--- config.mk ---
export PLATFORM = sky130hd
export DESIGN_NAME = oatg_timing_gain_regs
export DESIGN_NICKNAME = d
export VERILOG_FILES = /design/src/oatg_pkg.sv /design/src/oatg_pulse_window.sv /design/src/oatg_timing_gain_regs.sv
export VERILOG_INCLUDE_DIRS = /design/src
export SDC_FILE = /design/constraint.sdc
export NUM_CORES = 1
export LEC_CHECK = 0
export BUFFER_PORTS_ARGS = -buffer_cell sky130_fd_sc_hd__buf_2
export CAP_MARGIN = 15
export CORE_MARGIN = 4
export CORE_UTILIZATION = 30
export DETAILED_ROUTE_END_ITERATION = 16
export MAX_ROUTING_LAYER = met4
export SLEW_MARGIN = 20
export SYNTH_ARGS = -nofsm -noshare
export SYNTH_HDL_FRONTEND = slang
export SYNTH_HIERARCHICAL = 1
export SYNTH_SLANG_ARGS = --single-unit
--- constraint.sdc ---
create_clock -name mclk -period 8 [get_ports mclk]
set_input_delay 2.4 -clock mclk [delete_from_list [all_inputs] [get_ports mclk]]
set_output_delay 2.4 -clock mclk [all_outputs]
set_load 0.1 [all_outputs]
--- src/oatg_regs.svh ---
`ifndef OATG_REGS_SVH
`define OATG_REGS_SVH

// =====================================================
// register addresses
`define OATG_ADDR_RST2_END      8'h1a
`define OATG_ADDR_RST3_START    8'h1b
`define OATG_ADDR_RST3_END      8'h1c
`define OATG_ADDR_PERIOD        8'h1d
`define OATG_ADDR_CONTROL       8'h1e
`define OATG_ADDR_SPARE         8'h1f
`define OATG_ADDR_PRIMARY_GAIN  8'h20
`define OATG_ADDR_AMBIENT_GAIN  8'h21

// =====================================================
// field positions
`define OATG_COUNT_MSB          15
`define OATG_TIMER_EN_BIT       8
`define OATG_AVG_MSB            7
`define OATG_SEP_GAIN_BIT       15
`define OATG_STAGE2_ON_BIT      14
`define OATG_STAGE2_GAIN_MSB    10
`define OATG_STAGE2_GAIN_LSB    8
`define OATG_CAP_MSB            7
`define OATG_CAP_LSB            3
`define OATG_RES_MSB            2
`define OATG_RES_LSB            0
`define OATG_AMB_MSB            19
`define OATG_AMB_LSB            16

// =====================================================
// reset values and limits
`define OATG_REG_RESET          24'h000000
`define OATG_AVG_LIMIT_CODE     8'h0f
`define OATG_AVG_MAX            5'h10

// =====================================================
// timing: internal timer rate derived from mclk
`define OATG_MCLK_KHZ           125000
`define OATG_TIMER_KHZ          4000

// =====================================================
// serial frame layout
`define OATG_ADDR_BITS          8
`define OATG_DATA_BITS          24
`define OATG_FRAME_BITS         6'd32

`endif

--- src/oatg_pkg.sv ---
package oatg_pkg;

    typedef enum logic [2:0] {
        OATG_SPI_IDLE = 3'b001,
        OATG_SPI_ADDR = 3'b010,
        OATG_SPI_DATA = 3'b100
    } oatg_spi_state_t;

    typedef logic [23:0] oatg_word_t;
    typedef logic [15:0] oatg_count_t;

endpackage

--- src/oatg_pulse_window.sv ---
`timescale 1ns/1ps
`default_nettype none
module oatg_pulse_window
    import oatg_pkg::*;
#(
    parameter int CW = 16
) (
    input  wire logic          mclk,
    input  wire logic          rst,
    input  wire logic          running,
    input  wire logic [CW-1:0] timerCount,
    input  wire logic [CW-1:0] startCount,
    input  wire logic [CW-1:0] endCount,
    output logic               pulse
);

    logic pulse_ff;

    // =====================================================
    // window compare
    // registered so the pulse is glitch free; lags the count by one mclk
    always_ff @(posedge mclk) begin
        if (rst) begin
            pulse_ff <= 1'b0;
        end else begin
            pulse_ff <= running && (timerCount >= startCount) && (timerCount < endCount);
        end
    end

    assign pulse = pulse_ff;

endmodule
`default_nettype wire

--- src/oatg_timing_gain_regs.sv ---
`timescale 1ns/1ps
`default_nettype none
`include "oatg_regs.svh"
module oatg_timing_gain_regs
    import oatg_pkg::*;
#(
    parameter int CW = 16
) (
    input  wire logic          mclk,
    input  wire logic          rst,
    input  wire logic          spiSclk,
    input  wire logic          spiSteN,
    input  wire logic          spiSdi,
    output logic               spiSdo,
    output logic               spiSdoOeN,
    input  wire logic          spiReadMode,
    input  wire logic [CW-1:0] adcReset2StartCount,
    output logic               adcReset2Pulse,
    output logic               adcReset3Pulse,
    output logic               periodStart,
    output logic               timerRunning,
    output logic [CW-1:0]      timerCount,
    output logic [4:0]         averageCount,
    output logic               led1SecondStageOn,
    output logic [2:0]         led1SecondStageGain,
    output logic [4:0]         led1FeedbackCapCode,
    output logic [2:0]         led1FeedbackResCode,
    output logic               led2SecondStageOn,
    output logic [2:0]         led2SecondStageGain,
    output logic [4:0]         led2FeedbackCapCode,
    output logic [2:0]         led2FeedbackResCode,
    output logic               filterCornerSelect,
    output logic [3:0]         ambientCancelCurrent
);

    localparam int ACC_W = 17;
    localparam logic [ACC_W-1:0] TICK_STEP = ACC_W'(`OATG_TIMER_KHZ);
    localparam logic [ACC_W-1:0] TICK_MOD  = ACC_W'(`OATG_MCLK_KHZ);

    oatg_spi_state_t spiState_ff;
    oatg_spi_state_t nxt_spiState;
    logic            sclkPrev_ff;
    logic [5:0]      bitCount_ff;
    logic [7:0]      addr_ff;
    oatg_word_t      shift_ff;
    oatg_word_t      readShadow_ff;
    logic            spiSdo_ff;
    logic            spiSdoOeN_ff;
    logic            sclkRise;
    logic            sclkFall;
    logic            writeStrobe;
    oatg_word_t      writeData;
    oatg_word_t      readData;

    oatg_word_t      rst2End_ff;
    oatg_word_t      rst3Start_ff;
    oatg_word_t      rst3End_ff;
    oatg_word_t      period_ff;
    oatg_word_t      control_ff;
    oatg_word_t      primaryGain_ff;
    oatg_word_t      ambientGain_ff;

    logic [ACC_W-1:0] tickAcc_ff;
    logic             tick_ff;
    logic [CW-1:0]    count_ff;
    logic             periodStart_ff;
    logic [CW:0]      countNext;
    logic             timerEnable;
    logic [CW-1:0]    periodCount;
    logic [7:0]       avgField;
    logic [4:0]       avgCount_ff;

    logic             led1On_ff;
    logic [2:0]       led1Gain_ff;
    logic [4:0]       led1Cap_ff;
    logic [2:0]       led1Res_ff;
    logic             led2On_ff;
    logic [2:0]       led2Gain_ff;
    logic [4:0]       led2Cap_ff;
    logic [2:0]       led2Res_ff;
    logic             filterSel_ff;
    logic [3:0]       ambCurrent_ff;
    logic             sepGain;

    // =====================================================
    // serial slave: sclk sampled on mclk, edges from a registered copy
    assign sclkRise = spiSclk && !sclkPrev_ff;
    assign sclkFall = !spiSclk && sclkPrev_ff;

    always_ff @(posedge mclk) begin
        if (rst) begin
            sclkPrev_ff <= 1'b0;
        end else begin
            sclkPrev_ff <= spiSclk;
        end
    end

    always_comb begin
        nxt_spiState = spiState_ff;
        case (spiState_ff)
            OATG_SPI_IDLE: begin
                if (!spiSteN) begin
                    nxt_spiState = OATG_SPI_ADDR;
                end
            end
            OATG_SPI_ADDR: begin
                if (spiSteN) begin
                    nxt_spiState = OATG_SPI_IDLE;
                end else if (sclkRise && bitCount_ff == 6'(`OATG_ADDR_BITS - 1)) begin
                    nxt_spiState = OATG_SPI_DATA;
                end
            end
            OATG_SPI_DATA: begin
                if (spiSteN || (sclkRise && bitCount_ff == `OATG_FRAME_BITS - 6'd1)) begin
                    nxt_spiState = OATG_SPI_IDLE;
                end
            end
            default: begin
                nxt_spiState = OATG_SPI_IDLE;
            end
        endcase
    end

    always_ff @(posedge mclk) begin
        if (rst) begin
            spiState_ff <= OATG_SPI_IDLE;
        end else begin
            spiState_ff <= nxt_spiState;
        end
    end

    // a frame cut short by a rising select is dropped without a write
    always_ff @(posedge mclk) begin
        if (rst) begin
            bitCount_ff <= 6'h00;
            addr_ff     <= 8'h00;
            shift_ff    <= `OATG_REG_RESET;
        end else if (spiState_ff == OATG_SPI_IDLE || spiSteN) begin
            bitCount_ff <= 6'h00;
        end else if (sclkRise) begin
            bitCount_ff <= bitCount_ff + 6'h01;
            if (spiState_ff == OATG_SPI_ADDR) begin
                addr_ff <= {addr_ff[6:0], spiSdi};
            end else begin
                shift_ff <= {shift_ff[22:0], spiSdi};
            end
        end
    end

    assign writeStrobe = (spiState_ff == OATG_SPI_DATA) && !spiSteN && sclkRise
                         && (bitCount_ff == `OATG_FRAME_BITS - 6'd1) && !spiReadMode;
    assign writeData   = {shift_ff[22:0], spiSdi};

    // read shadow captured once the address is complete, shifted out on falling sclk
    always_ff @(posedge mclk) begin
        if (rst) begin
            readShadow_ff <= `OATG_REG_RESET;
            spiSdo_ff     <= 1'b0;
        end else if (spiState_ff == OATG_SPI_ADDR && nxt_spiState == OATG_SPI_DATA) begin
            readShadow_ff <= readData;
        end else if (spiState_ff == OATG_SPI_DATA && sclkFall) begin
            spiSdo_ff     <= readShadow_ff[23];
            readShadow_ff <= {readShadow_ff[22:0], 1'b0};
        end
    end

    always_ff @(posedge mclk) begin
        if (rst) begin
            spiSdoOeN_ff <= 1'b1;
        end else begin
            spiSdoOeN_ff <= !(spiReadMode && !spiSteN && spiState_ff == OATG_SPI_DATA);
        end
    end

    assign spiSdo    = spiSdo_ff;
    assign spiSdoOeN = spiSdoOeN_ff;

    // =====================================================
    // register file; the address is taken from the shifter one bit early
    always_comb begin
        case ({addr_ff[6:0], spiSdi})
            `OATG_ADDR_RST2_END:     readData = rst2End_ff;
            `OATG_ADDR_RST3_START:   readData = rst3Start_ff;
            `OATG_ADDR_RST3_END:     readData = rst3End_ff;
            `OATG_ADDR_PERIOD:       readData = period_ff;
            `OATG_ADDR_CONTROL:      readData = control_ff;
            `OATG_ADDR_PRIMARY_GAIN: readData = primaryGain_ff;
            `OATG_ADDR_AMBIENT_GAIN: readData = ambientGain_ff;
            default:                 readData = `OATG_REG_RESET;
        endcase
    end

    // stored bits are kept as written; upper bits the host must zero are not
    // used by the logic, so a stray write there has no effect
    always_ff @(posedge mclk) begin
        if (rst) begin
            rst2End_ff     <= `OATG_REG_RESET;
            rst3Start_ff   <= `OATG_REG_RESET;
            rst3End_ff     <= `OATG_REG_RESET;
            period_ff      <= `OATG_REG_RESET;
            control_ff     <= `OATG_REG_RESET;
            primaryGain_ff <= `OATG_REG_RESET;
            ambientGain_ff <= `OATG_REG_RESET;
        end else if (writeStrobe) begin
            case (addr_ff)
                `OATG_ADDR_RST2_END:     rst2End_ff     <= writeData;
                `OATG_ADDR_RST3_START:   rst3Start_ff   <= writeData;
                `OATG_ADDR_RST3_END:     rst3End_ff     <= writeData;
                `OATG_ADDR_PERIOD:       period_ff      <= writeData;
                `OATG_ADDR_CONTROL:      control_ff     <= writeData;
                `OATG_ADDR_PRIMARY_GAIN: primaryGain_ff <= writeData;
                `OATG_ADDR_AMBIENT_GAIN: ambientGain_ff <= writeData;
                default: begin
                end
            endcase
        end
    end

    // =====================================================
    // 4-MHz tick from mclk by fractional accumulation; jitter of one mclk
    // on each tick is traded for not needing a second clock
    assign timerEnable = control_ff[`OATG_TIMER_EN_BIT];
    assign periodCount = period_ff[`OATG_COUNT_MSB:0];

    always_ff @(posedge mclk) begin
        if (rst || !timerEnable) begin
            tickAcc_ff <= '0;
            tick_ff    <= 1'b0;
        end else if (tickAcc_ff + TICK_STEP >= TICK_MOD) begin
            tickAcc_ff <= tickAcc_ff + TICK_STEP - TICK_MOD;
            tick_ff    <= 1'b1;
        end else begin
            tickAcc_ff <= tickAcc_ff + TICK_STEP;
            tick_ff    <= 1'b0;
        end
    end

    // =====================================================
    // period counter runs 0..period-1, so one period is exactly periodCount ticks;
    // period below 800 is the host's fault, still wraps; one spare bit avoids overflow
    assign countNext = {1'b0, count_ff} + {{CW{1'b0}}, 1'b1};

    always_ff @(posedge mclk) begin
        if (rst || !timerEnable) begin
            count_ff       <= '0;
            periodStart_ff <= 1'b0;
        end else if (tick_ff) begin
            if (countNext >= {1'b0, periodCount}) begin
                count_ff       <= '0;
                periodStart_ff <= 1'b1;
            end else begin
                count_ff       <= countNext[CW-1:0];
                periodStart_ff <= 1'b0;
            end
        end else begin
            periodStart_ff <= 1'b0;
        end
    end

    assign periodStart  = periodStart_ff;
    assign timerRunning = timerEnable;
    assign timerCount   = count_ff;

    // =====================================================
    // adc reset windows, measured against the period count
    oatg_pulse_window #(
        .CW (CW)
    ) u_rst2 (
        .mclk       (mclk),
        .rst        (rst),
        .running    (timerEnable),
        .timerCount (count_ff),
        .startCount (adcReset2StartCount),
        .endCount   (rst2End_ff[`OATG_COUNT_MSB:0]),
        .pulse      (adcReset2Pulse)
    );

    oatg_pulse_window #(
        .CW (CW)
    ) u_rst3 (
        .mclk       (mclk),
        .rst        (rst),
        .running    (timerEnable),
        .timerCount (count_ff),
        .startCount (rst3Start_ff[`OATG_COUNT_MSB:0]),
        .endCount   (rst3End_ff[`OATG_COUNT_MSB:0]),
        .pulse      (adcReset3Pulse)
    );

    // =====================================================
    // averaging count
    assign avgField = control_ff[`OATG_AVG_MSB:0];

    always_ff @(posedge mclk) begin
        if (rst) begin
            avgCount_ff <= 5'h01;
        end else if (avgField >= `OATG_AVG_LIMIT_CODE) begin
            avgCount_ff <= `OATG_AVG_MAX;
        end else begin
            avgCount_ff <= avgField[4:0] + 5'h01;
        end
    end

    assign averageCount = avgCount_ff;

    // =====================================================
    // amplifier settings per phase
    assign sepGain = primaryGain_ff[`OATG_SEP_GAIN_BIT];

    always_ff @(posedge mclk) begin
        if (rst) begin
            led1On_ff   <= 1'b0;
            led1Gain_ff <= 3'h0;
            led1Cap_ff  <= 5'h00;
            led1Res_ff  <= 3'h0;
        end else if (sepGain) begin
            led1On_ff   <= primaryGain_ff[`OATG_STAGE2_ON_BIT];
            led1Gain_ff <= primaryGain_ff[`OATG_STAGE2_GAIN_MSB:`OATG_STAGE2_GAIN_LSB];
            led1Cap_ff  <= primaryGain_ff[`OATG_CAP_MSB:`OATG_CAP_LSB];
            led1Res_ff  <= primaryGain_ff[`OATG_RES_MSB:`OATG_RES_LSB];
        end else begin
            led1On_ff   <= ambientGain_ff[`OATG_STAGE2_ON_BIT];
            led1Gain_ff <= ambientGain_ff[`OATG_STAGE2_GAIN_MSB:`OATG_STAGE2_GAIN_LSB];
            led1Cap_ff  <= ambientGain_ff[`OATG_CAP_MSB:`OATG_CAP_LSB];
            led1Res_ff  <= ambientGain_ff[`OATG_RES_MSB:`OATG_RES_LSB];
        end
    end

    // bits 13:11 and 23:20 are ignored here
    always_ff @(posedge mclk) begin
        if (rst) begin
            led2On_ff     <= 1'b0;
            led2Gain_ff   <= 3'h0;
            led2Cap_ff    <= 5'h00;
            led2Res_ff    <= 3'h0;
            filterSel_ff  <= 1'b0;
            ambCurrent_ff <= 4'h0;
        end else begin
            led2On_ff     <= ambientGain_ff[`OATG_STAGE2_ON_BIT];
            led2Gain_ff   <= ambientGain_ff[`OATG_STAGE2_GAIN_MSB:`OATG_STAGE2_GAIN_LSB];
            led2Cap_ff    <= ambientGain_ff[`OATG_CAP_MSB:`OATG_CAP_LSB];
            led2Res_ff    <= ambientGain_ff[`OATG_RES_MSB:`OATG_RES_LSB];
            filterSel_ff  <= ambientGain_ff[`OATG_SEP_GAIN_BIT];
            ambCurrent_ff <= ambientGain_ff[`OATG_AMB_MSB:`OATG_AMB_LSB];
        end
    end

    assign led1SecondStageOn    = led1On_ff;
    assign led1SecondStageGain  = led1Gain_ff;
    assign led1FeedbackCapCode  = led1Cap_ff;
    assign led1FeedbackResCode  = led1Res_ff;
    assign led2SecondStageOn    = led2On_ff;
    assign led2SecondStageGain  = led2Gain_ff;
    assign led2FeedbackCapCode  = led2Cap_ff;
    assign led2FeedbackResCode  = led2Res_ff;
    assign filterCornerSelect   = filterSel_ff;
    assign ambientCancelCurrent = ambCurrent_ff;

endmodule
`default_nettype wire

# Yosys cells after proc, flatten, opt, wreduce, memory -nomap -nowiden
# Cells that the tools add are included.
dict set report op_classes {
  muxes 17
  order_cmp 7
  n_addsub 5
  n_eq_ne 20
  bitwise 4
  reduce_logical 39
}
# cell count
set op_table {}
lappend op_table {{$pmux 24 s7} 1}
lappend op_table {{$eq 8x5->1 const B} 10}
lappend op_table {{$mux 24} 2}
lappend op_table {{$eq 8x6->1 const B} 4}
lappend op_table {{$ge 16x16->1} 2}
lappend op_table {{$lt 16x16->1} 2}
lappend op_table {{$mux 3} 6}
lappend op_table {{$add 16x1->17 const B} 1}
lappend op_table {{$add 17x12->17 const B} 1}
lappend op_table {{$ge 17x16->1} 1}
lappend op_table {{$ge 17x17->1 const B} 1}
lappend op_table {{$mux 17} 1}
lappend op_table {{$sub 17x17->17 const B} 1}
lappend op_table {{$logic_and 1x1->1} 16}
lappend op_table {{$mux 16} 1}
lappend op_table {{$reduce_and 2->1} 8}
lappend op_table {{$mux 5} 2}
lappend op_table {{$pmux 3 s3} 1}
lappend op_table {{$ge 8x4->1 const B} 1}
lappend op_table {{$add 6x1->6 const B} 1}
lappend op_table {{$eq 3x3->1 const B} 2}
lappend op_table {{$eq 6x3->1 const B} 1}
lappend op_table {{$eq 6x5->1 const B} 1}
lappend op_table {{$logic_not 1->1} 6}
lappend op_table {{other kinds (9)} 19}
dict set report word_totals {
  output_inout_bits 56
  reg_bits 306
  wordCells 125
}

# Longest topological paths before layout
# Gate-level depths: netlist of run 1.
dict set report depth {
  word_depth 10
  depth_mapped 13
  ltp_nobuf 12
}

# Modules after synthesis
# The synthesis of run 1 kept the hierarchy.
# module cells_each area_per_inst_um2 instances seq_area_each_um2
set modules_own_cells {}
lappend modules_own_cells {oatg_timing_gain_regs 1454 13516.7 1 6025.8}
lappend modules_own_cells {oatg_pulse_window 110 790.8 2 20.0}

# Worst setup path after synthesis of run 1
# OpenSTA, ideal clock, no wires.
dict set report synth_path {
  kind {input -> register}
  start {input port spiSteN}
  end {register rst3Start_ff[10]}
  required_time_ns 7.872
  path_slack_ns 3.798
  setup_time_ns 0.128
  path_stages 8
  arrival_time_ns 4.074
  cell_sequence {or4b_1 -> nor3_4 -> nand3_1 -> or2_1 -> buf_2 -> buf_6 -> mux2i_1 -> nor2_1}
}
dict set report synth_between {
  elab_chain_len 6
}
# item line_no
set synth_rtl {}
lappend synth_rtl {{start, declared} oatg_timing_gain_regs.sv:12} ;# input wire logic spiSteN,
lappend synth_rtl {{$logic_not 1->1} oatg_timing_gain_regs.sv:150} ;# assign writeStrobe = (spiState_ff == OATG_SPI_DATA) && !spiSteN && sclkRise
lappend synth_rtl {{$logic_and 1x1->1 (4 in a row)} oatg_timing_gain_regs.sv:150}
lappend synth_rtl {{$reduce_and 2->1 (no source line)} -}
lappend synth_rtl {{end signal, assigned} oatg_timing_gain_regs.sv:198} ;# rst3Start_ff <= `OATG_REG_RESET;
lappend synth_rtl {{end signal, assigned} oatg_timing_gain_regs.sv:207} ;# `OATG_ADDR_RST3_START: rst3Start_ff <= writeData;
lappend synth_rtl {{end, declared} oatg_timing_gain_regs.sv:56} ;# oatg_word_t rst3Start_ff;
# No other way between the ends.
# A chain may end at the register's enable or synchronous reset.

# Worst setup path after layout of run 1
dict set report layout_path {
  start {register count_ff[1], in the netlist timerCount[1]}
  end {register count_ff[2], in the netlist timerCount[2]}
}
dict set report layout_between {
  elab_chain_len 3
}
# item line_no
set layout_rtl {}
lappend layout_rtl {{start, declared} oatg_timing_gain_regs.sv:65} ;# logic [CW-1:0] count_ff;
lappend layout_rtl {{start signal, assigned} oatg_timing_gain_regs.sv:252} ;# count_ff <= countNext[CW-1:0];
lappend layout_rtl {{$add 16x1->17 *} oatg_timing_gain_regs.sv:241} ;# assign countNext = {1'b0, count_ff} + {{CW{1'b0}}, 1'b1};
lappend layout_rtl {{$ge 17x16->1} oatg_timing_gain_regs.sv:248} ;# if (countNext >= {1'b0, periodCount}) begin
lappend layout_rtl {{$mux 16 *} oatg_timing_gain_regs.sv:248}
# Mark *: on every way between the ends. The rest lies on a longest branch, timed or not.

==> results of run 1 <==
-- worst min path at each step --
stage,from,cells past startpoint,slack [ns],end
3_3_place_gp,primaryGain_ff[17],2,0.47,primaryGain_ff[17]
5_1_grt,ambientGain_ff[16],1,0.52,ambientCancelCurrent[0]
3_5_place_dp,readShadow_ff[0],2,0.48,readShadow_ff[0]
4_1_cts,addr_ff[7],2,0.49,addr_ff[7]
6_report,addr_ff[7],2,0.49,addr_ff[7]
2_1_floorplan,addr_ff[7],2,0.45,addr_ff[7]
-- synthesized netlist by cell type, types with 4 or more instances --
cell type	count
sky130_fd_sc_hd__or2_2	7
sky130_fd_sc_hd__a21oi_1	68
sky130_fd_sc_hd__a21boi_0	9
sky130_fd_sc_hd__a211oi_1	9
sky130_fd_sc_hd__mux2i_1	221
sky130_fd_sc_hd__nor3_1	16
sky130_fd_sc_hd__o21ai_0	55
sky130_fd_sc_hd__xor2_1	11
sky130_fd_sc_hd__buf_6	4
sky130_fd_sc_hd__xnor2_1	18
sky130_fd_sc_hd__buf_2	26
sky130_fd_sc_hd__inv_1	87
sky130_fd_sc_hd__nand3_1	45
sky130_fd_sc_hd__or3_1	8
sky130_fd_sc_hd__nor2_1	260
sky130_fd_sc_hd__nand4_1	17
sky130_fd_sc_hd__a22oi_1	47
sky130_fd_sc_hd__o31a_1	4
sky130_fd_sc_hd__and3_1	7
sky130_fd_sc_hd__mux2_2	13
sky130_fd_sc_hd__a22o_1	16
sky130_fd_sc_hd__nand2_1	72
sky130_fd_sc_hd__a32oi_1	9
sky130_fd_sc_hd__a2111oi_0	4
sky130_fd_sc_hd__a21o_1	7
sky130_fd_sc_hd__o22ai_1	13
sky130_fd_sc_hd__buf_1	7
sky130_fd_sc_hd__nor4_1	11
sky130_fd_sc_hd__dfxtp_1	303
sky130_fd_sc_hd__nor2b_1	29
sky130_fd_sc_hd__a221oi_1	7
sky130_fd_sc_hd__clkbuf_1	81
sky130_fd_sc_hd__ha_1	86
sky130_fd_sc_hd__nand2b_1	15
sky130_fd_sc_hd__o41ai_1	6
sky130_fd_sc_hd__o221ai_1	4
-- layer usage --
layer	wire length (um)	up-vias	part of all wire, %	global-route usage [%]
met2	18700	355	44	24.3
met5	0	-	0	-
met1	20200	5859	47	21.7
li1	-	5906	-	-
met4	1050	0	2.5	3.66
met3	2610	78	6.1	2.54
-- area by class of cell --
type | instances | area, sq um | share of cell area (%)
multi-input combinational | 1164 | 8200 | 48.1
sequential | 303 | 6070 | 35.6
clock buffer | 40 | 860 | 5.04
tap | 664 | 831 | 4.87
timing repair buffer | 95 | 529 | 3.10
inverter | 87 | 327 | 1.91
clock inverter | 16 | 245 | 1.44
-- flip-flops by register name (all words and copies together), names as in the netlist, 24 cells and up --
| name | flops |
|---|---|
| primaryGain_ff | 24 |
| rst3End_ff | 24 |
| rst3Start_ff | 24 |
| ambientGain_ff | 24 |
| rst2End_ff | 24 |
| period_ff | 24 |
| readShadow_ff | 24 |
| control_ff | 24 |
-- worst max-delay path: cells and delay by family, from the launching register on --
| kind | cells | cell delay, ns |
|---|---|---|
| flip-flops | 1 | 0.57 |
| XOR/XNOR | 1 | 0.21 |
| AO/OA/AOI/OAI | 3 | 0.93 |
| adder cells (fa/ha/maj) | 2 | 0.64 |
| buffers and inverters | 1 | 0.26 |
| AND/OR/NAND/NOR | 6 | 1.59 |
-- kinds of logic (layout without fill, tap and decap cells) --
group                    Yosys count  count (layout)
XOR/XNOR                          29              29
flip-flops                       303             303
buffers and inverters            207             238
multiplexers                     234             234
AND/OR/NAND/NOR                  527             527
AO/OA/AOI/OAI                    288             288
adder cells (fa/ha/maj)           86              86
-- metrics by stage --
stage | utilization, % | power [W] | hold WS (ns)
floorplan | - | 0.00159 | 0.448
global placement | 32.3 | 0.00160 | 0.471
detailed placement | 32.3 | 0.00160 | 0.476
CTS | 34.6 | 0.00318 | 0.487
global route | 34.6 | 0.00324 | 0.521
finish | 34.6 | 0.00315 | 0.487
-- where the power goes --
part	switching (W)	internal, W
sequential	0.00000153	0.00151
combinational	0.0000423	0.0000160
clock	0.000628	0.000950
total	0.000671	0.00248
==> impl_metrics.py, run 1 <==
metrics = {
    "synth": {
        "synth-compound-area-share_pct": 13.0,
        "synth-seq-area-share_pct": 40.2,
        "postSynth.topFlopCell": "sky130_fd_sc_hd__dfxtp_1",
        "syn_area_sq_um": 15100,
        "synth-xor-area-share_pct": 1.68,
        "netlist_instances": 1674,
        "async_flop_share_pct": 0,
        "yosysUniqueCellTypes": 73,
        "synth_enable_flop_cells": 0,
        "yosys_reg_bits": 303,
        "synth_top_family_by_area": "simple AND/OR/NAND/NOR gates",
        "synthesis.nets": 1782,
        "yosys.area_share.adder_pct": 7.13,
        "synth.area.mux_share_pct": 15.6,
        "synth.top_cell.area_share_pct": 40.2,
        "yosysTopAreaCell": "sky130_fd_sc_hd__dfxtp_1",
        "synth.yosys.warnings": 6,
        "synthesis.area_per_instance_sq_um": 9.02,
        "yosys.area_share.simple_pct": 16.8,
        "synth_top_cells_by_area": "sky130_fd_sc_hd__dfxtp_1 (40%), sky130_fd_sc_hd__mux2i_1 (15%), sky130_fd_sc_hd__ha_1 (7.1%)",
    },
    "cts": {
        "cts_hold_repair.buffers": 0,
        "clock-root-buffer": "sky130_fd_sc_hd__clkbuf_16",
        "postCtsResizedCells": 0,
        "cts_sinks": 303,
        "cts.reportedPaths.clkPinSlew_ns": 0.06,
        "tritoncts": "built",
        "clk-insertion-delay-late_ns": 0.59,
        "num_cts_buffers": 31,
        "cts.htree.levels": 1,
        "post-cts-setup-buffers": 0,
        "max-clock-path-buffers": 3,
    },
    "placement": {
        "pre_cts_slack_ns": 3.19,
        "gp_congestion": 0.826,
        "dp.final_hpwl_um": 28900,
        "place_inst": 2313,
        "port_buffers": 77,
        "placed_area_sq_um": 16000,
    },
    "setup_path": {
        "criticalPathCategory": "flip-flop to flip-flop",
        "critical_path.most_common_cell": "sky130_fd_sc_hd__nor3_1",
        "r2r.worst_path.cells": 13,
        "critical_path.slowest_cell": "sky130_fd_sc_hd__o22ai_1",
        "crit-reg2reg-launch": "timerCount[1]",
        "critPathCaptureType": "flip-flop",
        "critical_path.endpoint": "timerCount[2]",
        "r2r_setup_slack_ns": 3.68,
        "delay_of_the_slowest_cell_on_the_worst_path_ns": 0.58,
        "worstPathCellList": "ha_1 -> nand3_1 -> nor3_1 -> nand4_1 -> xnor2_1 -> ha_1 -> nand3_1 -> nor3_1 -> o21ai_0 -> o22ai_1 -> nor3_1 -> buf_4 -> a22o_1",
        "worst-path-max-fanout": 9,
        "critPathLaunchType": "flip-flop",
        "worst_ep_arrival_time_ns": 4.81,
        "crit_required_ns": 8.48,
        "cp-startpoint": "timerCount[1]",
        "worstReg2RegEnd": "timerCount[2]",
    },
    "sta": {
        "worst_pin_slew_ns": 1.09,
        "slew_headroom_pct": 27.3,
        "final_max_slew_viol_count": 0,
        "min_period_over_period_pct": 54.0,
        "finalSetupTns_ns": 0,
        "finalCriticalPeriod_ns": 4.32,
        "timing.fmax_mhz": 231,
        "fin_ws_ns": 3.68,
        "rsz0062_at_grt": "false",
        "fin_worst_skew_ns": 0.00928,
        "timing.final.setup_violations": 0,
        "final_hold_violations": 0,
    },
    "cells_and_area": {
        "filler_cell_count": 5100,
        "layout.cells.most_common": "sky130_fd_sc_hd__dfxtp_1",
        "syn_to_final_growth_pct": 13.0,
        "layout.cells.non_filler": 2369,
        "final_nets": 1790,
        "fin_area_sq_um": 17100,
        "n_antenna_cell": 0,
        "mostFrequentLayoutCells": "sky130_fd_sc_hd__dfxtp_1 (303), sky130_fd_sc_hd__nor2_1 (260), sky130_fd_sc_hd__mux2i_1 (221)",
        "layout-drive-gt1-share_pct": 11.6,
    },
    "drt": {
        "route.antenna.remaining_nets": 0,
        "route.final.wire_length_um": 42500,
        "drt-vias-per-instance": 5.15,
        "detailroute.via_count": 12200,
        "1st_iter_drt_viols": 1144,
        "drt_pre_antenna_iters": 5,
        "post_drt_wl_per_cell_um": 17.9,
        "drt_drc_violations_left": 0,
    },
    "floorplan": {
        "die_height_um": 232,
        "count_of_pins_on_the_block_boundary": 78,
        "core-area_sq_um": 49400,
        "start_util_pct": 30.6,
        "placement_rows": 81,
        "dieArea_sq_um": 54000,
        "floorplan.die.width_um": 232,
    },
    "grt": {
        "global_route.overflow_total": 0,
        "maximum_number_of_pins_on_one_net_before_global_route_repair": 99,
        "gr-usage-all-layers_pct": 15.7,
        "first_global_vias": 11900,
        "number_of_antenna_violations_at_the_first_check_in_global_routing": 0,
        "grt_pass1_wl_um": 67100,
    },
    "pwr": {
        "power.density_cell_area_nw_per_um2": 184,
        "peakVddDrop_uv": 151,
        "leak_nw": 7.79,
    },
    "job": {
        "maxCapViolations": 0,
    },
    "hold_path": {
        "worst_hold_path_type": "flip-flop to flip-flop",
    },
    "run_status": {
        "run_status": "finished clean",
    },
}
No activity file was read; power rests on OpenSTA's default activity.
==> run 2: changes to the inputs <==
==> constraint.sdc (replaced) <==
create_clock -name mclk -period 4 [get_ports mclk]
set_input_delay 1.2 -clock mclk [delete_from_list [all_inputs] [get_ports mclk]]
set_output_delay 1.2 -clock mclk [all_outputs]
set_load 0.1 [all_outputs]
==> run 2 against run 1 <==
  * Total power grew 110%
  * Non-clock buffer count grew 25
  * Wire length grew 0.67%
  * Clock power grew 110%
  * Hold slack lost 0.014 ns
  * Largest cell class unchanged
==> impl_metrics.py, run 2 (synthesis results as in run 1) <==
metrics = {
    "floorplan": {
        "placement_rows": 81,
        "die_height_um": 232,
        "start_util_pct": 30.6,
        "floorplan.die.width_um": 232,
        "count_of_pins_on_the_block_boundary": 78,
        "dieArea_sq_um": 54000,
        "core-area_sq_um": 49400,
    },
    "sta": {
        "timing.fmax_mhz": 279,
        "min_period_over_period_pct": 89.5,
        "timing.final.setup_violations": 0,
        "final_hold_violations": 0,
        "finalCriticalPeriod_ns": 3.58,
        "fin_hold_ws_ns": 0.472,
        "slew_headroom_pct": 30.9,
        "rsz0062_at_grt": "false",
        "worst_pin_slew_ns": 1.04,
        "finalSetupTns_ns": 0,
        "fin_worst_skew_ns": 0.0153,
        "final_max_slew_viol_count": 0,
    },
    "drt": {
        "drt_pre_antenna_iters": 5,
        "1st_iter_drt_viols": 1117,
        "drt_drc_violations_left": 0,
        "route.antenna.remaining_nets": 0,
        "route.final.wire_length_um": 42800,
        "drt-vias-per-instance": 5.10,
        "detailroute.via_count": 12200,
        "post_drt_wl_per_cell_um": 17.8,
    },
    "setup_path": {
        "worst-path-max-fanout": 10,
        "critical_path.endpoint": "timerCount[2]",
        "cp_num_cells": 13,
        "r2r_setup_slack_ns": 0.42,
        "r2r.worst_path.cells": 13,
        "critPathCaptureType": "flip-flop",
        "crit_family": "simple AND/OR/NAND/NOR gates",
        "worstReg2RegEnd": "timerCount[2]",
        "cp-startpoint": "timerCount[1]",
        "worst_ep_arrival_time_ns": 4.05,
        "crit-reg2reg-launch": "timerCount[1]",
        "worstPathCellList": "ha_1 -> nand3_1 -> nor3_1 -> nand2_1 -> xnor2_1 -> ha_1 -> a21oi_1 -> o21ai_0 -> o21ai_0 -> o22ai_1 -> nor3_1 -> buf_4 -> a22o_1",
        "critPathLaunchType": "flip-flop",
        "crit_required_ns": 4.47,
        "delay_of_the_slowest_cell_on_the_worst_path_ns": 0.58,
        "criticalPathCategory": "flip-flop to flip-flop",
        "critical_path.n_buffers_inverters": 1,
        "critical_path.slowest_cell": "sky130_fd_sc_hd__nor3_1",
    },
    "placement": {
        "port_buffers": 77,
        "dp.final_hpwl_um": 29700,
        "gp_congestion": 0.876,
        "place_inst": 2338,
        "placed_area_sq_um": 16200,
    },
    "hold_path": {
        "worst_hold_path_type": "flip-flop to flip-flop",
        "min_delay_path_depth": 2,
    },
    "grt": {
        "global_route.overflow_total": 0,
        "maximum_number_of_pins_on_one_net_before_global_route_repair": 116,
        "grt_pass1_wl_um": 67400,
        "gr-usage-all-layers_pct": 16.0,
        "number_of_antenna_violations_at_the_first_check_in_global_routing": 0,
        "first_global_vias": 12000,
    },
    "job": {
        "maxCapViolations": 0,
    },
    "cells_and_area": {
        "ff_latch_area_sq_um": 6070,
        "final_nets": 1820,
        "fin_area_sq_um": 17300,
        "filler_cell_count": 5055,
        "layout.cells.most_common": "sky130_fd_sc_hd__dfxtp_1",
        "syn_to_final_growth_pct": 14.8,
        "layout-drive-gt1-share_pct": 13.1,
        "utilization_pct": 35.1,
        "multi_input_area_sq_um": 8200,
        "n_antenna_cell": 0,
        "mostFrequentLayoutCells": "sky130_fd_sc_hd__dfxtp_1 (297), sky130_fd_sc_hd__nor2_1 (260), sky130_fd_sc_hd__mux2i_1 (221)",
        "layout.cells.non_filler": 2398,
    },
    "cts": {
        "cts.htree.levels": 2,
        "num_cts_buffers": 36,
        "cts.reportedPaths.clkPinSlew_ns": 0.06,
        "cts_sinks": 303,
        "clock-root-buffer": "sky130_fd_sc_hd__clkbuf_16",
        "post-cts-setup-buffers": 0,
        "postCtsResizedCells": 0,
        "cts_hold_repair.buffers": 0,
        "max-clock-path-buffers": 3,
        "tritoncts": "built",
        "clk-insertion-delay-late_ns": 0.55,
    },
    "pwr": {
        "peakVddDrop_uv": 268,
        "leak_nw": 7.93,
        "power.density_cell_area_nw_per_um2": 373,
    },
    "run_status": {
        "run_status": "finished clean",
    },
}
run 2: changes by cell type in the layout (fill, tap and decap cells not counted), moves of 2 or more:
cell and change:
sky130_fd_sc_hd__buf_4 +24, sky130_fd_sc_hd__bufinv_16 -2, sky130_fd_sc_hd__clkbuf_1 +4, sky130_fd_sc_hd__clkbuf_16 +6, sky130_fd_sc_hd__clkbuf_8 -2, sky130_fd_sc_hd__clkinv_2 -4, sky130_fd_sc_hd__dfxtp_1 -6, sky130_fd_sc_hd__dfxtp_2 +6
run 2: how the worst min path moves through the flow:
stage                       start                 endpoint  slack (ns)
2_1_floorplan          addr_ff[7]               addr_ff[7]        0.45
3_3_place_gp           addr_ff[7]               addr_ff[7]        0.46
3_5_place_dp           addr_ff[7]               addr_ff[7]        0.47
4_1_cts                addr_ff[7]               addr_ff[7]        0.48
5_1_grt        ambientGain_ff[18]  ambientCancelCurrent[2]        0.50
6_report               addr_ff[7]               addr_ff[7]        0.47
run 2: worst register-to-register path: stages, from the launching register on:
cell                      delay [ns]
sky130_fd_sc_hd__dfxtp_2        0.42
sky130_fd_sc_hd__ha_1           0.26
sky130_fd_sc_hd__nand3_1        0.18
sky130_fd_sc_hd__nor3_1         0.44
sky130_fd_sc_hd__nand2_1        0.20
sky130_fd_sc_hd__xnor2_1        0.17
sky130_fd_sc_hd__ha_1           0.30
sky130_fd_sc_hd__a21oi_1        0.12
sky130_fd_sc_hd__o21ai_0        0.12
sky130_fd_sc_hd__o21ai_0        0.17
sky130_fd_sc_hd__o22ai_1        0.12
sky130_fd_sc_hd__nor3_1         0.58
sky130_fd_sc_hd__buf_4          0.29
sky130_fd_sc_hd__a22o_1         0.16
run 2: where the power goes:
part / leakage (nW) / switching (W) / internal, W / total, W
clock: 0.577 / 0.00130 / 0.00201 / 0.00331
sequential: 2.44 / 0.00000299 / 0.00302 / 0.00302
combinational: 4.91 / 0.0000873 / 0.0000356 / 0.000123
total: 7.93 / 0.00139 / 0.00507 / 0.00646
run 2: metal layers:
| layer | up-vias | GRT usage, % | share of wire, % |
|---|---|---|---|
| met2 | 360 | 24.0 | 44 |
| met1 | 5845 | 22.1 | 48 |
| met5 | - | - | 0 |
| met3 | 70 | 2.51 | 6.1 |
| met4 | 0 | 5.01 | 2.7 |
| li1 | 5954 | - | - |
run 2: final cells by class:
type                       instances  area share (%)
multi-input combinational       1164            47.3
sequential                       303            35.0
clock buffer                      48            5.75
tap                              664            4.79
timing repair buffer             120            4.21
inverter                          87            1.88
clock inverter                    12            1.05
run 2: through the flow:
stage                     power (W)  setup WS, ns
after floorplan             0.00317        0.0284
after global placement      0.00321         0.593
after detailed placement    0.00321         0.504
after CTS                   0.00655         0.479
after global routing        0.00666         0.149
final                       0.00646         0.419
==> run 3: changes to the inputs <==
--- a/config.mk
+++ b/config.mk
@@ -12,6 +12,7 @@
 export CORE_UTILIZATION = 30
 export DETAILED_ROUTE_END_ITERATION = 16
 export MAX_ROUTING_LAYER = met4
+export RECOVER_POWER = 25
 export SLEW_MARGIN = 20
 export SYNTH_ARGS = -nofsm -noshare
 export SYNTH_HDL_FRONTEND = slang
==> run 3 against run 2 <==
  * The run now ends with capacitance limit, slew limit left
  * First-iteration DRC count down 9.0%
  * Clock-buffer cell count did not move
  * Sequential cell count did not move
  * Clock skew shrank 0.0018 ns
  * Total power about the same
==> impl_metrics.py, run 3 (synthesis results as in run 1) <==
metrics = {
    "pwr": {
        "power.density_cell_area_nw_per_um2": 374,
        "leak_nw": 7.78,
        "peakVddDrop_uv": 268,
    },
    "cells_and_area": {
        "filler_cell_count": 5073,
        "layout.cells.non_filler": 2398,
        "syn_to_final_growth_pct": 14.4,
        "layout.cells.most_common": "sky130_fd_sc_hd__dfxtp_1",
        "n_antenna_cell": 0,
        "utilization_pct": 35.0,
        "layout-drive-gt1-share_pct": 11.2,
        "mostFrequentLayoutCells": "sky130_fd_sc_hd__dfxtp_1 (298), sky130_fd_sc_hd__nor2_1 (260), sky130_fd_sc_hd__mux2i_1 (221)",
        "fin_area_sq_um": 17300,
        "final_nets": 1820,
    },
    "hold_path": {
        "worst_hold_path_type": "flip-flop to flip-flop",
    },
    "run_status": {
        "failed_checks": "capacitance limit, slew limit",
        "run_status": "finished, violations left",
    },
    "sta": {
        "finalSetupTns_ns": 0,
        "fin_hold_ws_ns": 0.472,
        "worst_pin_slew_ns": 2.32,
        "min_period_over_period_pct": 90.4,
        "final_hold_violations": 0,
        "timing.fmax_mhz": 277,
        "slew_headroom_pct": -54.9,
        "finalCriticalPeriod_ns": 3.61,
        "timing.final.setup_violations": 0,
        "rsz0062_at_grt": "false",
        "fin_worst_skew_ns": 0.0135,
        "final_max_slew_viol_count": 207,
    },
    "grt": {
        "first_global_vias": 12000,
        "grt_pass1_wl_um": 67400,
        "number_of_antenna_violations_at_the_first_check_in_global_routing": 0,
        "gr-usage-all-layers_pct": 16.0,
        "global_route.overflow_total": 0,
        "maximum_number_of_pins_on_one_net_before_global_route_repair": 116,
    },
    "floorplan": {
        "core-area_sq_um": 49400,
        "placement_rows": 81,
        "dieArea_sq_um": 54000,
        "floorplan.die.width_um": 232,
        "start_util_pct": 30.6,
        "die_height_um": 232,
        "count_of_pins_on_the_block_boundary": 78,
    },
    "cts": {
        "tritoncts": "built",
        "clk-insertion-delay-late_ns": 0.55,
        "cts.reportedPaths.clkPinSlew_ns": 0.06,
        "post-cts-setup-buffers": 0,
        "clock-root-buffer": "sky130_fd_sc_hd__clkbuf_16",
        "cts.htree.levels": 2,
        "max-clock-path-buffers": 3,
        "num_cts_buffers": 36,
        "cts_sinks": 303,
        "postCtsResizedCells": 0,
        "cts_hold_repair.buffers": 0,
    },
    "drt": {
        "drt-vias-per-instance": 5.12,
        "drt_pre_antenna_iters": 5,
        "route.final.wire_length_um": 42900,
        "route.antenna.remaining_nets": 0,
        "1st_iter_drt_viols": 1017,
        "detailroute.via_count": 12300,
        "post_drt_wl_per_cell_um": 17.9,
        "drt_drc_violations_left": 0,
    },
    "job": {
        "maxCapViolations": 2,
    },
    "setup_path": {
        "worst_ep_arrival_time_ns": 4.02,
        "critPathCaptureType": "flip-flop",
        "worst-path-max-fanout": 115,
        "criticalPathCategory": "input pin to flip-flop",
        "critPathLaunchType": "input pin",
        "crit_required_ns": 4.41,
    },
    "placement": {
        "port_buffers": 77,
        "place_inst": 2338,
        "gp_congestion": 0.876,
        "dp.final_hpwl_um": 29700,
        "placed_area_sq_um": 16200,
    },
}
-- run 3: cell types whose count changed in the layout (fill, tap and decap cells not counted), sizes merged --
| cell | change |
|---|---|
| clkbuf | +35 |
| buf | -35 |
-- run 3: layout make-up --
cell class | count | area, sq um | share of cell area (%)
Clock buffer | 48 | 997 | 5.77
Clock inverter | 12 | 181 | 1.05
Inverter | 87 | 327 | 1.89
Multi-Input combinational cell | 1164 | 8200 | 47.5
Sequential cell | 303 | 6070 | 35.2
Tap cell | 664 | 831 | 4.81
Timing Repair Buffer | 120 | 668 | 3.87
-- run 3: metal layers --
metal / routed length [um] / GRT usage (%)
met2: 18800 / 24.0
met5: 0 / -
met4: 1120 / 5.01
met1: 20600 / 22.1
met3: 2320 / 2.51
-- run 3: worst max-delay path, cell delays in order --
cell                       delay (ns)
sky130_fd_sc_hd__clkbuf_8        0.34
sky130_fd_sc_hd__clkbuf_2        1.73
sky130_fd_sc_hd__nor2_1          0.16
sky130_fd_sc_hd__o21ai_1         0.36
sky130_fd_sc_hd__nor2_1          0.10
-- run 3: path summary, 6_finish.rpt --
path | to | cells past startpoint | start | slack, ns
setup / recovery | bitCount_ff[0] | 5 | rst | 0.39
hold / removal | addr_ff[7] | 2 | addr_ff[7] | 0.47
setup reg to reg | timerCount[2] | 13 | timerCount[1] | 0.41
hold reg to reg | addr_ff[7] | 2 | addr_ff[7] | 0.47
-- run 3: stage by stage --
| stage | total power [W] | worst slack (ns) |
|---|---|---|
| after floorplan | 0.00317 | 0.0284 |
| after global placement | 0.00321 | 0.593 |
| after detailed placement | 0.00321 | 0.504 |
| after CTS | 0.00655 | 0.479 |
| after global routing | 0.00666 | 0.107 |
| final | 0.00646 | 0.386 |
-- run 3: power by group --
group	total (W)	internal, W	switching (W)	leakage [nW]
logic	0.000121	0.0000334	0.0000872	4.77
clock network	0.00331	0.00201	0.00130	0.577
registers	0.00302	0.00302	0.00000296	2.44
total	0.00646	0.00507	0.00139	7.78
